==> src/hw/temp_limit_regs.vh <==
// Register offsets, field positions, reset values and timings of the sensor control block
`ifndef TEMP_LIMIT_REGS_VH
`define TEMP_LIMIT_REGS_VH

// Pointer values
`define PTR_TEMP 8'h00
`define PTR_CFG 8'h01
`define PTR_HIGH 8'h02
`define PTR_LOW 8'h03
`define PTR_UNLOCK 8'h04
`define PTR_GP1 8'h05
`define PTR_GP2 8'h06
`define PTR_GP3 8'h07
`define PTR_RESET 8'h00

// Configuration register fields
`define CFG_HIGH_FLAG 15
`define CFG_LOW_FLAG 14
`define CFG_DATA_READY 13
`define CFG_NVM_BUSY 12
`define CFG_MODE_HI 11
`define CFG_MODE_LO 10
`define CFG_PERIOD_HI 9
`define CFG_PERIOD_LO 7
`define CFG_AVG_HI 6
`define CFG_AVG_LO 5
`define CFG_THRESHOLD_MODE 4
`define CFG_POLARITY 3
`define CFG_WMASK 16'h0ffc

// Unlock register fields
`define UNL_UNLOCK 15
`define UNL_BUSY 14

// Reset values
`define TEMP_RESET 16'h8000
`define CFG_RESET 16'h0220
`define HIGH_RESET 16'h6000
`define LOW_RESET 16'h8000
`define GP_RESET 16'h0000

// Bus codes
`define GENERAL_CALL_ADDR 7'h00
`define SOFT_RESET_CMD 8'h06

// Timing
`define CORE_CLK_MHZ 25
`define LOAD_TIME_US 1500
`define PROG_TIME_US 7000

`endif

==> src/hw/temp_limit_nvm_slave.v <==
// Temperature limit comparator, nonvolatile shadow store and two-wire bus slave
// Functional notes
// - Threshold mode bit 1 selects therm mode
// - Therm: result above high sets over flag
// - Therm: over flag clears only below low
// - Therm: under flag always reads zero
// - Therm: config reads leave flags unchanged
// - Therm: alert follows the over flag
// - Therm: reads keep alert
// - Polarity bit sets alert active level
// - After reset, 1.5 ms load from store
// - Writes ignored during load, reads served
// - Unlock-register busy flag reads cleared during load
// - Locked store: writes touch volatile registers only
// - Unlocked: each write to config, limit or general-purpose register programs store, 7 ms
// - Busy held during programming; controller polls
// - General-call reset reloads and relocks store
// - 8-bit pointer, resets to temperature
// - Slave only, SCL 1 kHz to 400 kHz
// - Words travel high byte first
// - START and STOP detected with SCL high
// - Address sampled on rising SCL, ninth-clock ack
// - Eight data clocks then acknowledge
// - Window mode: flags set, config read clears
// - General call with command 06h resets
`include "temp_limit_regs.vh"
`timescale 1ns/1ns
`default_nettype none

module temp_limit_nvm_slave #(
    parameter [6:0] SLAVE_ADDR = 7'h48,
    parameter integer CNT_W = 18,
    parameter integer LOAD_CYCLES = `LOAD_TIME_US * `CORE_CLK_MHZ,
    parameter integer PROG_CYCLES = `PROG_TIME_US * `CORE_CLK_MHZ
) (
    input wire core_clk,
    input wire resetn,
    input wire scl_in,
    input wire sda_in,
    output wire sda_out,
    output reg sda_oe,
    input wire conv_done,
    input wire [15:0] conv_result,
    output reg alert,
    output reg loading,
    output wire [1:0] conv_mode,
    output wire [2:0] conv_period,
    output wire [1:0] conv_avg
);

    localparam [5:0] ST_IDLE = 6'b000001;
    localparam [5:0] ST_ADDR = 6'b000010;
    localparam [5:0] ST_ACK = 6'b000100;
    localparam [5:0] ST_WRITE = 6'b001000;
    localparam [5:0] ST_READ = 6'b010000;
    localparam [5:0] ST_RACK = 6'b100000;

    // Input synchronisers
    reg scl_s1, scl_s2, scl_d;
    reg sda_s1, sda_s2, sda_d;
    reg sda_low;

    // Bus engine
    reg [5:0] state;
    reg [2:0] bit_cnt;
    reg byte_done;
    reg [7:0] rx;
    reg [7:0] tx;
    reg is_read;
    reg is_gc;
    reg [1:0] byte_idx;
    reg [7:0] wr_msb;
    reg rd_lsb;
    reg master_ack;
    reg [7:0] pointer;

    // Registers
    reg [15:0] temp_result;
    reg [15:0] cfg;
    reg [15:0] high_lim;
    reg [15:0] low_lim;
    reg [15:0] gp [1:3];
    reg unlock;
    reg high_flag;
    reg low_flag;
    reg data_ready;
    reg alert_act;
    reg [CNT_W-1:0] load_cnt;
    reg [CNT_W-1:0] prog_cnt;
    reg [15:0] nvm [0:7];

    reg sda_drv;
    reg [15:0] rd_word;

    wire scl_rise = scl_s2 & ~scl_d;
    wire scl_fall = ~scl_s2 & scl_d;
    wire bus_start = scl_s2 & scl_d & sda_d & ~sda_s2;
    wire bus_stop = scl_s2 & scl_d & ~sda_d & sda_s2;
    wire therm = cfg[`CFG_THRESHOLD_MODE];
    wire nvm_busy = prog_cnt != {CNT_W{1'b0}};
    wire load_busy = load_cnt != {CNT_W{1'b0}};

    // Strobes from the bus engine
    wire wr_commit = (state == ST_WRITE) && scl_fall && byte_done && !is_gc
        && (byte_idx == 2'd2);
    wire [15:0] wr_data = {wr_msb, rx};
    wire soft_reset = (state == ST_WRITE) && scl_fall && byte_done && is_gc
        && (rx == `SOFT_RESET_CMD);
    wire rd_load = ((state == ST_ACK) && scl_fall && is_read)
        || ((state == ST_RACK) && scl_fall && master_ack);
    wire cfg_read = rd_load && !rd_lsb && (pointer == `PTR_CFG);
    wire temp_read = rd_load && !rd_lsb && (pointer == `PTR_TEMP);
    wire wr_ok = wr_commit && !load_busy;
    wire prog_ok = wr_ok && unlock && (pointer != `PTR_UNLOCK)
        && (pointer != `PTR_TEMP) && (pointer <= `PTR_GP3);
    wire over_high = $signed(conv_result) > $signed(high_lim);
    wire under_low = $signed(conv_result) < $signed(low_lim);

    // Slave only: SCL is never driven, SDA only pulled low
    assign sda_out = sda_low;
    assign conv_mode = cfg[`CFG_MODE_HI:`CFG_MODE_LO];
    assign conv_period = cfg[`CFG_PERIOD_HI:`CFG_PERIOD_LO];
    assign conv_avg = cfg[`CFG_AVG_HI:`CFG_AVG_LO];

    // Read data multiplexer
    always @* begin
        rd_word = 16'h0000;
        if (pointer == `PTR_TEMP) begin
            rd_word = temp_result;
        end else if (pointer == `PTR_CFG) begin
            rd_word = cfg & `CFG_WMASK;
            rd_word[`CFG_HIGH_FLAG] = high_flag;
            rd_word[`CFG_LOW_FLAG] = low_flag & ~therm;
            rd_word[`CFG_DATA_READY] = data_ready;
            rd_word[`CFG_NVM_BUSY] = nvm_busy;
        end else if (pointer == `PTR_HIGH) begin
            rd_word = high_lim;
        end else if (pointer == `PTR_LOW) begin
            rd_word = low_lim;
        end else if (pointer == `PTR_UNLOCK) begin
            rd_word[`UNL_UNLOCK] = unlock;
            rd_word[`UNL_BUSY] = nvm_busy & ~load_busy;
        end else if (pointer >= `PTR_GP1 && pointer <= `PTR_GP3) begin
            rd_word = gp[pointer[1:0]];
        end
    end

    always @(posedge core_clk or negedge resetn) begin
        if (!resetn) begin
            scl_s1 <= 1'b1;
            scl_s2 <= 1'b1;
            scl_d <= 1'b1;
            sda_s1 <= 1'b1;
            sda_s2 <= 1'b1;
            sda_d <= 1'b1;
        end else begin
            scl_s1 <= scl_in;
            scl_s2 <= scl_s1;
            scl_d <= scl_s2;
            sda_s1 <= sda_in;
            sda_s2 <= sda_s1;
            sda_d <= sda_s2;
        end
    end

    // Bus engine
    always @(posedge core_clk or negedge resetn) begin
        if (!resetn) begin
            state <= ST_IDLE;
            bit_cnt <= 3'd0;
            byte_done <= 1'b0;
            rx <= 8'h00;
            tx <= 8'h00;
            is_read <= 1'b0;
            is_gc <= 1'b0;
            byte_idx <= 2'd0;
            wr_msb <= 8'h00;
            rd_lsb <= 1'b0;
            master_ack <= 1'b0;
            sda_drv <= 1'b0;
        end else if (bus_start) begin
            state <= ST_ADDR;
            bit_cnt <= 3'd0;
            byte_done <= 1'b0;
            sda_drv <= 1'b0;
        end else if (bus_stop) begin
            state <= ST_IDLE;
            sda_drv <= 1'b0;
        end else begin
            case (state)
                ST_ADDR, ST_WRITE: begin
                    if (scl_rise) begin
                        rx <= {rx[6:0], sda_s2};
                        bit_cnt <= bit_cnt + 3'd1;
                        byte_done <= (bit_cnt == 3'd7);
                    end else if (scl_fall && byte_done) begin
                        byte_done <= 1'b0;
                        if (state == ST_ADDR) begin
                            byte_idx <= 2'd0;
                            rd_lsb <= 1'b0;
                            is_read <= rx[0];
                            is_gc <= (rx[7:1] == `GENERAL_CALL_ADDR);
                            if (rx[7:1] == SLAVE_ADDR
                                || (rx[7:1] == `GENERAL_CALL_ADDR && !rx[0])) begin
                                sda_drv <= 1'b1;
                                state <= ST_ACK;
                            end else begin
                                state <= ST_IDLE;
                            end
                        end else begin
                            if (byte_idx == 2'd1) begin
                                wr_msb <= rx;
                            end
                            byte_idx <= (byte_idx == 2'd2) ? 2'd1 : byte_idx + 2'd1;
                            sda_drv <= 1'b1;
                            state <= ST_ACK;
                        end
                    end
                end
                ST_ACK: begin
                    if (scl_fall) begin
                        bit_cnt <= 3'd0;
                        if (is_read) begin
                            tx <= {rd_word[14:8], 1'b0};
                            sda_drv <= ~rd_word[15];
                            rd_lsb <= 1'b1;
                            state <= ST_READ;
                        end else begin
                            sda_drv <= 1'b0;
                            state <= ST_WRITE;
                        end
                    end
                end
                ST_READ: begin
                    if (scl_rise) begin
                        bit_cnt <= bit_cnt + 3'd1;
                        byte_done <= (bit_cnt == 3'd7);
                    end else if (scl_fall) begin
                        if (byte_done) begin
                            byte_done <= 1'b0;
                            sda_drv <= 1'b0;
                            state <= ST_RACK;
                        end else begin
                            sda_drv <= ~tx[7];
                            tx <= {tx[6:0], 1'b0};
                        end
                    end
                end
                ST_RACK: begin
                    if (scl_rise) begin
                        master_ack <= ~sda_s2;
                    end else if (scl_fall) begin
                        bit_cnt <= 3'd0;
                        if (master_ack) begin
                            if (rd_lsb) begin
                                tx <= {rd_word[6:0], 1'b0};
                                sda_drv <= ~rd_word[7];
                            end else begin
                                tx <= {rd_word[14:8], 1'b0};
                                sda_drv <= ~rd_word[15];
                            end
                            rd_lsb <= ~rd_lsb;
                            state <= ST_READ;
                        end else begin
                            state <= ST_IDLE;
                        end
                    end
                end
                default: begin
                    sda_drv <= 1'b0;
                end
            endcase
        end
    end

    // Pin drive, low only
    always @(posedge core_clk or negedge resetn) begin
        if (!resetn) begin
            sda_oe <= 1'b0;
            sda_low <= 1'b0;
        end else begin
            sda_oe <= sda_drv;
            sda_low <= 1'b0;
        end
    end

    // Register file, store and comparator
    always @(posedge core_clk or negedge resetn) begin
        if (!resetn) begin
            pointer <= `PTR_RESET;
            temp_result <= `TEMP_RESET;
            cfg <= `CFG_RESET;
            high_lim <= `HIGH_RESET;
            low_lim <= `LOW_RESET;
            gp[1] <= `GP_RESET;
            gp[2] <= `GP_RESET;
            gp[3] <= `GP_RESET;
            unlock <= 1'b0;
            high_flag <= 1'b0;
            low_flag <= 1'b0;
            data_ready <= 1'b0;
            load_cnt <= LOAD_CYCLES[CNT_W-1:0];
            prog_cnt <= {CNT_W{1'b0}};
            nvm[0] <= 16'h0000;
            nvm[1] <= `CFG_RESET;
            nvm[2] <= `HIGH_RESET;
            nvm[3] <= `LOW_RESET;
            nvm[4] <= 16'h0000;
            nvm[5] <= `GP_RESET;
            nvm[6] <= `GP_RESET;
            nvm[7] <= `GP_RESET;
        end else begin
            if ((state == ST_WRITE) && scl_fall && byte_done && !is_gc
                && byte_idx == 2'd0) begin
                pointer <= rx;
            end
            if (soft_reset) begin
                pointer <= `PTR_RESET;
                unlock <= 1'b0;
                load_cnt <= LOAD_CYCLES[CNT_W-1:0];
            end else if (load_busy) begin
                load_cnt <= load_cnt - {{(CNT_W-1){1'b0}}, 1'b1};
                if (load_cnt == {{(CNT_W-1){1'b0}}, 1'b1}) begin
                    cfg <= nvm[1] & `CFG_WMASK;
                    high_lim <= nvm[2];
                    low_lim <= nvm[3];
                    gp[1] <= nvm[5];
                    gp[2] <= nvm[6];
                    gp[3] <= nvm[7];
                end
            end else if (wr_ok) begin
                if (pointer == `PTR_CFG) begin
                    cfg <= wr_data & `CFG_WMASK;
                end else if (pointer == `PTR_HIGH) begin
                    high_lim <= wr_data;
                end else if (pointer == `PTR_LOW) begin
                    low_lim <= wr_data;
                end else if (pointer == `PTR_UNLOCK) begin
                    unlock <= wr_data[`UNL_UNLOCK];
                end else if (pointer >= `PTR_GP1 && pointer <= `PTR_GP3) begin
                    gp[pointer[1:0]] <= wr_data;
                end
            end
            if (prog_ok) begin
                nvm[pointer[2:0]] <= (pointer == `PTR_CFG) ? (wr_data & `CFG_WMASK)
                    : wr_data;
                prog_cnt <= PROG_CYCLES[CNT_W-1:0];
            end else if (nvm_busy) begin
                prog_cnt <= prog_cnt - {{(CNT_W-1){1'b0}}, 1'b1};
            end
            // Clears first, so a same-cycle conversion wins
            if (cfg_read || temp_read) begin
                data_ready <= 1'b0;
            end
            if (cfg_read && !therm) begin
                high_flag <= 1'b0;
                low_flag <= 1'b0;
            end
            if (conv_done) begin
                temp_result <= conv_result;
                data_ready <= 1'b1;
                if (therm) begin
                    low_flag <= 1'b0;
                    if (over_high) begin
                        high_flag <= 1'b1;
                    end else if (under_low) begin
                        high_flag <= 1'b0;
                    end
                end else begin
                    if (over_high) begin
                        high_flag <= 1'b1;
                    end
                    if (under_low) begin
                        low_flag <= 1'b1;
                    end
                end
            end
        end
    end

    // Alert pin
    always @* begin
        alert_act = therm ? high_flag : (high_flag | low_flag);
    end

    always @(posedge core_clk or negedge resetn) begin
        if (!resetn) begin
            alert <= 1'b1;
            loading <= 1'b1;
        end else begin
            alert <= cfg[`CFG_POLARITY] ? alert_act : ~alert_act;
            loading <= load_busy;
        end
    end

endmodule // temp_limit_nvm_slave

`default_nettype wire

==> config.mk <==
export PLATFORM = sky130hd
export DESIGN_NAME = temp_limit_nvm_slave
export DESIGN_NICKNAME = d
export VERILOG_FILES = /design/src/hw/temp_limit_nvm_slave.v
export VERILOG_INCLUDE_DIRS = /design/src /design/src/hw
export SDC_FILE = /design/constraint.sdc
export NUM_CORES = 1
export LEC_CHECK = 0
export ABC_AREA = 1
export BUFFER_PORTS_ARGS = -buffer_cell sky130_fd_sc_hd__buf_2
export CORE_MARGIN = 5
export CORE_UTILIZATION = 40
export DETAILED_ROUTE_END_ITERATION = 8
export PLACE_DENSITY = 0.65
export SLEW_MARGIN = 20
export SYNTH_ARGS = -nofsm -noshare
export SYNTH_HDL_FRONTEND = slang
export SYNTH_SLANG_ARGS = --single-unit
==> constraint.sdc <==
create_clock -name core_clk -period 2.28 [get_ports core_clk]
set_input_delay 0.228 -clock core_clk [delete_from_list [all_inputs] [get_ports core_clk]]
set_output_delay 0.228 -clock core_clk [all_outputs]
set_load 0.005 [all_outputs]
==> results of run 1 <==
## layer usage
layer | vias to the layer above | part of all wire, % | routed length [um] | global-route usage [%]
met4 | 0 | 3.3 | 1660 | 7.09
met2 | 598 | 46 | 23400 | 34.7
met1 | 7092 | 44 | 22200 | 31.6
met5 | - | 0 | 0 | 0
met3 | 81 | 6.9 | 3510 | 2.66
li1 | 7140 | - | - | -
## per-stage QoR
stage,power [uW],std cells
2_1_floorplan,9270,2104
3_3_place_gp,10900,2692
3_5_place_dp,11000,2692
4_1_cts,16300,2770
5_1_grt,17500,2805
6_report,16600,2805
## power breakdown
| part | internal, uW | switching [uW] | total (uW) |
|---|---|---|---|
| clock network | 3010 | 2150 | 5160 |
| registers | 5770 | 439 | 6210 |
| logic | 1800 | 3400 | 5200 |
## worst max-delay path, cell delays in order, from the launching register on
cell       delay [ps]
dfrtp_1           410
nor2_4            160
nand3_4           130
buf_12            150
nor2_4            130
nand2_2            70
inv_2              70
nand4_4            90
nor2_4            170
clkinv_4          100
nor2_8            150
buf_12            210
clkbuf_16         180
nand3_1            60
nand2_1            80
## cell families (layout without fill, tap and decap cells)
family	after synthesis	after routing	synth area share (%)
XOR/XNOR	8	8	0.442
buffers and inverters	326	495	8.54
AND/OR/NAND/NOR	1135	1142	31.2
other	1	1	0.0236
adder cells (fa/ha/maj)	40	40	3.16
flip-flops	293	293	46.4
AO/OA/AOI/OAI	301	301	10.2
## repair_timing
item                                    CTS  global route
endpoints found under the setup margin  106           180
endpoints found under the hold margin    69             0
gates cloned                              1            13
setup buffers                             1            24
pin swaps                                 4            53
hold buffers                             19             0
resized for setup                        13           119
## flip-flops by register name, summed over array words and instances (netlist names), 2 cells and up
| register | cells |
|---|---|
| bit_cnt | 3 |
| byte_idx | 2 |
| cfg | 10 |
| gp | 48 |
| high_lim | 16 |
| load_cnt | 18 |
| low_lim | 16 |
| nvm | 90 |
| pointer | 8 |
| prog_cnt | 18 |
| rx | 8 |
| state | 6 |
| temp_result | 16 |
| tx | 7 |
| wr_msb | 8 |
## Yosys cell counts (4+ instances only)
master	n
nand2_1	745
dfrtp_1	265
inv_1	223
o21ai_0	190
nand3_1	144
nor2_1	95
nand4_1	75
clkbuf_1	43
a21oi_1	42
ha_1	40
buf_2	28
dfstp_2	28
o21ai_1	27
nor3_1	25
buf_4	13
o211ai_1	11
inv_2	10
nand2_2	7
xor2_1	7
a31oi_1	6
buf_6	6
nand3b_1	6
nor2_2	5
nor2_4	5
a22oi_1	4
nand3_4	4
or2_2	4
## path summary, 6_finish.rpt
| kind | endpoint | depth (start not counted) |
|---|---|---|
| setup reg to reg | nvm[10] | 14 |
| hold reg to reg | scl_s2 | 0 |
| setup / recovery | nvm[10] | 14 |
| hold / removal | temp_result[10] | 3 |
| max in group asynchronous | nvm[93] | 3 |
| min in group asynchronous | nvm[102] | 2 |
## cell type report
class	instances	share of cell area, %
well taps	525	3.37
inverters	235	4.59
clock inverters	9	0.675
multi-input cells	1492	39.0
clock buffers	48	4.57
flip-flops and latches	293	37.8
repair buffers	203	9.92
==> flow_summary_export.csv, run 1 <==
group,metric,value,unit
floorplanning,fp-row-count,73,
logic_synthesis,yosysTopAreaCellShare,41.8,%
floorplanning,die_area,43700,um2
clock_network,clk_latency,580,ps
sta,min_period,2250,ps
floorplanning,pin_count,32,
grt,grtUsageTotal,21.9,%
clock_network,cts_buffer_depth,3,
logic_synthesis,synthTopCellsByArea,"dfrtp_1 42%, nand2_1 18%, o21ai_0 6.0%, inv_1 5.3%, dfstp_2 4.6%",
setup_path,worstPathRequired,2790,ps
setup_path,start_kind,"flop",
setup_path,startpoint,"state[4]",
clock_network,clock-sinks,293,
sta,clock_skew,15.7,ps
logic_synthesis,synth_area_leader_cell,"dfrtp_1",
sta,fmax,0.444,GHz
clock_network,cts_tree,"yes",
cells_and_area,drive_above_1_share,17.1,%
routing,first_iter_violations,1614,
floorplanning,core_area,39500,um2
cells_and_area,multiInputGateArea,7600,um2
sta,holdWs,57.8,ps
cells_and_area,synthToLayoutAreaGrowth,22.8,%
cells_and_area,final_cell_area,19500,um2
routing,avgViaCountPerCell,5.32,
cells_and_area,post-route-util,49.4,%
sta,maxSlewViolCount,0,
logic_synthesis,synth-main-ff-cell,"dfrtp_1",
min_path,holdCritStartpoint,"conv_done",
routing,wire_per_inst,18.1,um
sta,setup_viol,0,
setup_path,critPathArrivalTime,2760,ps
sta,setup_slack,26.6,ps
sta,rsz0062_at_grt,"yes",
cells_and_area,final.fill_count,3771,
run,cap_violations,0,
power_and_ir_drop,powerDensity,851,nW/um2
routing,drt_pass1_iterations,6,
logic_synthesis,synth_warnings,0,
clock_network,root_buffer,"clkbuf_16",
grt,grt_start_max_net_pins,79,
floorplanning,start_util,40.2,%
logic_synthesis,ys_seq_area_share,46.4,%
logic_synthesis,async_flop_share,100,%
setup_path,crit_fanout,8,
routing,vias,14911,
routing,drc,0,
logic_synthesis,ys_ff_latch,293,
floorplanning,die_width,209,um
floorplanning,fp.dieH,209,um
logic_synthesis,synth_nets,2165,
logic_synthesis,yosysUniqueCellTypes,57,
sta,finalCritPeriodShare,98.8,%
min_path,hp-class,"in2reg",
clock_network,htreeDepth,1,
cells_and_area,regArea,7370,um2
grt,grt_pass1_wl,77800,um
sta,finalSetupTns,0,ps
cells_and_area,fin_nets,2317,
routing,drtAntennaViolNets,0,
placed_design,post_dp_cell_area,17300,um2
logic_synthesis,syn_inst,2104,
sta,slew_headroom,61.3,%
power_and_ir_drop,peakVddDrop,0.537,mV
clock_network,cts_buffers,31,
cells_and_area,final_common_cell,"nand2_1",
grt,grt-ovfl-total,0,
sta,finalHoldViolations,0,
logic_synthesis,synth-edff-count,0,
logic_synthesis,synth_area_per_cell,7.54,um2
sta,worstMarginPinSlew,581,ps
setup_path,r2r_start,"state[4]",
cells_and_area,layout_common_cells,"711 x nand2_1, 263 x dfrtp_1, 218 x inv_1, 176 x o21ai_0, 121 x nand3_1",
grt,antenna_found_initial,0,
placed_design,dpl.hpwl,36500,um
power_and_ir_drop,leakage,0.00950,uW
setup_path,reg2reg_slack,30,ps
routing,drt_wl_total,50900,um
placed_design,dp_slack,-168,ps
cells_and_area,num_antenna_cells,0,
outcome,status,"complete, no violations",
clock_network,path_clk_slew,60,ps
logic_synthesis,syn_area,15900,um2
setup_path,crit_type,"reg2reg",
placed_design,port_buffers,30,
grt,grt_pass1_vias,13912,
placed_design,place.gp.congestion,0.949,
setup_path,cp-end-kind,"flop",
Power figures use the tool's default switching activity.
==> run 2: changes to the inputs <==
- MAX_ROUTING_LAYER: default -> met4
==> run 2 against run 1 <==
Against the previous run:
- critical path depth shrank 3
- global-route usage rose by 0.70 points
- register-to-register slack hardly changed
- first-iteration DRC count fell by 15%
- sequential share of layout area grew 0.62 points
- sequential cell count unchanged
- wire length shrank 1.5%
- setup slack worse by 9.8 ps
- design area decreased by 1.6%
- core utilization decreased by 0.80 points
- sequential power is essentially flat
==> flow_summary_export.csv, run 2 (synthesis results as in run 1) <==
group,metric,value,unit
sta,setup_slack,16.9,ps
placed_design,place.gp.congestion,0.952,
routing,first_iter_violations,1378,
setup_path,reg2reg_slack,20,ps
clock_network,cts_buffer_depth,3,
cells_and_area,synthToLayoutAreaGrowth,20.8,%
routing,avgViaCountPerCell,5.22,
cells_and_area,largest-register,"nvm",
power_and_ir_drop,internal_power,10800,uW
setup_path,cpMostUsedCell,"nand2_2",
placed_design,dpl.hpwl,36600,um
min_path,hold_depth,3,
cells_and_area,fin_nets,2300,
power_and_ir_drop,combPwrFrac,30.0,%
power_and_ir_drop,power.switching,5940,uW
setup_path,worstPathRequired,2690,ps
floorplanning,pin_count,32,
clock_network,cts_buffers,34,
setup_path,r2r_start,"state[2]",
sta,min_period,2260,ps
setup_path,cp-end-kind,"flop",
setup_path,critPathArrivalTime,2670,ps
cells_and_area,largest_reg_flops,90,
routing,vias,14557,
grt,grt_pass1_vias,13731,
setup_path,r2r.worst_path.cells,11,
cells_and_area,drive_above_1_share,16.2,%
grt,grt-ovfl-total,0,
setup_path,worst_path_max_delay_cell,"dfrtp_2",
routing,routed-wl-met3,3290,um
routing,drt_pass1_iterations,6,
routing,wl_met1,22200,um
setup_path,r2r-end,"gp[21]",
power_and_ir_drop,seqPwrFrac,37.1,%
routing,drtAntennaViolNets,0,
cells_and_area,layout_common_cells,"709 x nand2_1, 264 x dfrtp_1, 219 x inv_1, 166 x o21ai_0, 142 x nand3_1",
clock_network,cts_tree,"yes",
sta,clock_skew,14.0,ps
clock_network,clock-sinks,293,
sta,setup_viol,0,
routing,wl_met2,22900,um
floorplanning,fp.dieH,209,um
routing,top_layer,"met4",
floorplanning,die_area,43700,um2
grt,grt_pass1_wl,77400,um
power_and_ir_drop,powerDensity,874,nW/um2
setup_path,start_kind,"flop",
grt,grt_start_max_net_pins,67,
cells_and_area,num_antenna_cells,0,
grt,antenna_found_initial,0,
power_and_ir_drop,leakage,0.00943,uW
sta,holdWs,20.4,ps
power_and_ir_drop,swShare,35.5,%
floorplanning,fp-row-count,73,
routing,drt_wl_total,50100,um
placed_design,dp_slack,-64.9,ps
sta,slew_headroom,63.8,%
min_path,hp-class,"in2reg",
floorplanning,die_width,209,um
sta,maxSlewViolCount,0,
clock_network,root_buffer,"clkbuf_16",
sta,fmax,0.442,GHz
routing,wire_per_inst,17.9,um
sta,finalSetupTns,0,ps
sta,rsz0062_at_grt,"yes",
setup_path,crit_fanout,8,
setup_path,crit_type,"reg2reg",
run,cap_violations,0,
cells_and_area,final.fill_count,3850,
outcome,status,"complete, no violations",
min_path,min_to,"temp_result[2]",
setup_path,critical-path-max-stage-delay,440,ps
sta,finalCritPeriodShare,99.3,%
power_and_ir_drop,power.total,16700,uW
placed_design,port_buffers,30,
clock_network,htreeDepth,2,
setup_path,crit_chain,"nor2_4 -> nand3_4 -> nor3b_4 -> nand3_2 -> nand2_2 -> nand2_4 -> nor2_8 -> buf_6 -> nand3_4 -> nand2_2 -> nand2_2",
floorplanning,start_util,40.2,%
cells_and_area,final_common_cell,"nand2_1",
routing,drc,0,
sta,worstMarginPinSlew,543,ps
floorplanning,core_area,39500,um2
clock_network,path_clk_slew,60,ps
min_path,holdCritStartpoint,"conv_result[2]",
grt,grtUsageTotal,22.6,%
power_and_ir_drop,peakVddDrop,0.385,mV
clock_network,clk_latency,530,ps
placed_design,post_dp_cell_area,17400,um2
power_and_ir_drop,clkPwrFrac,32.9,%
sta,finalHoldViolations,0,
cells_and_area,final_cell_area,19200,um2
cells_and_area,top_regs,"nvm: 90 flops, gp: 48 flops",
run 2: changes by cell type in the layout (fill, tap and decap cells not counted), sizes merged:
cell	change
clkbuf	-7
buf	-12
bufinv	-1
nor2	+1
clkinvlp	-1
clkinv	+10
nand3	+1
dlygate4sd3	-3
nand2	-3
run 2: final cells by class:
type	instances	area (um2)	area share, %
multi-input combinational	1491	7460	38.9
clock inverter	17	144	0.751
sequential	293	7370	38.5
timing repair buffer	184	1650	8.62
clock buffer	45	986	5.15
tap	525	657	3.43
inverter	235	892	4.66
run 2: metrics by stage:
step / cells / util [%]
after floorplan: 2104 / -
after global placement: 2692 / 44.0
after detailed placement: 2692 / 44.0
after CTS: 2770 / 47.3
after global routing: 2790 / 48.6
final: 2790 / 48.6
run 2: worst max path at each step:
stage	cells after the start	from	end
floorplan	13	scl_s2	tx[3]
global placement	12	scl_d	nvm[29]
detailed placement	12	scl_d	nvm[19]
CTS	12	scl_d	nvm[41]
global route	11	state[5]	gp[21]
finish	11	state[2]	gp[21]
run 2: what timing repair did:
action                     in CTS  in global routing
setup endpoints to repair     102                224
hold endpoints to repair       59                  0
hold buffers                   16                  0
gates cloned                    0                  8
setup buffers                   0                 12
pin swaps                       0                 22
resized for setup               2                103
run 2: critical path, delay by kind of cell, from the launching register on:
kind          cells  cell delay [ps]
buf+inv           1              130
flops             1              440
simple gates     10             1560
run 2: power groups by stage:
stage | logic, uW | registers (uW) | clock network, uW
detailed placement | 4730 | 6280 | 0
CTS | 4780 | 6190 | 5580
global route | 5620 | 6270 | 5800
global placement | 4650 | 6260 | 0
finish | 5020 | 6220 | 5510
floorplan | 3140 | 6130 | 0
run 2: routing by layer:
layer	global-route usage, %	up-vias
met4	6.08	0
met1	31.8	6849
met2	34.9	535
li1	-	7097
met5	-	-
met3	2.88	76
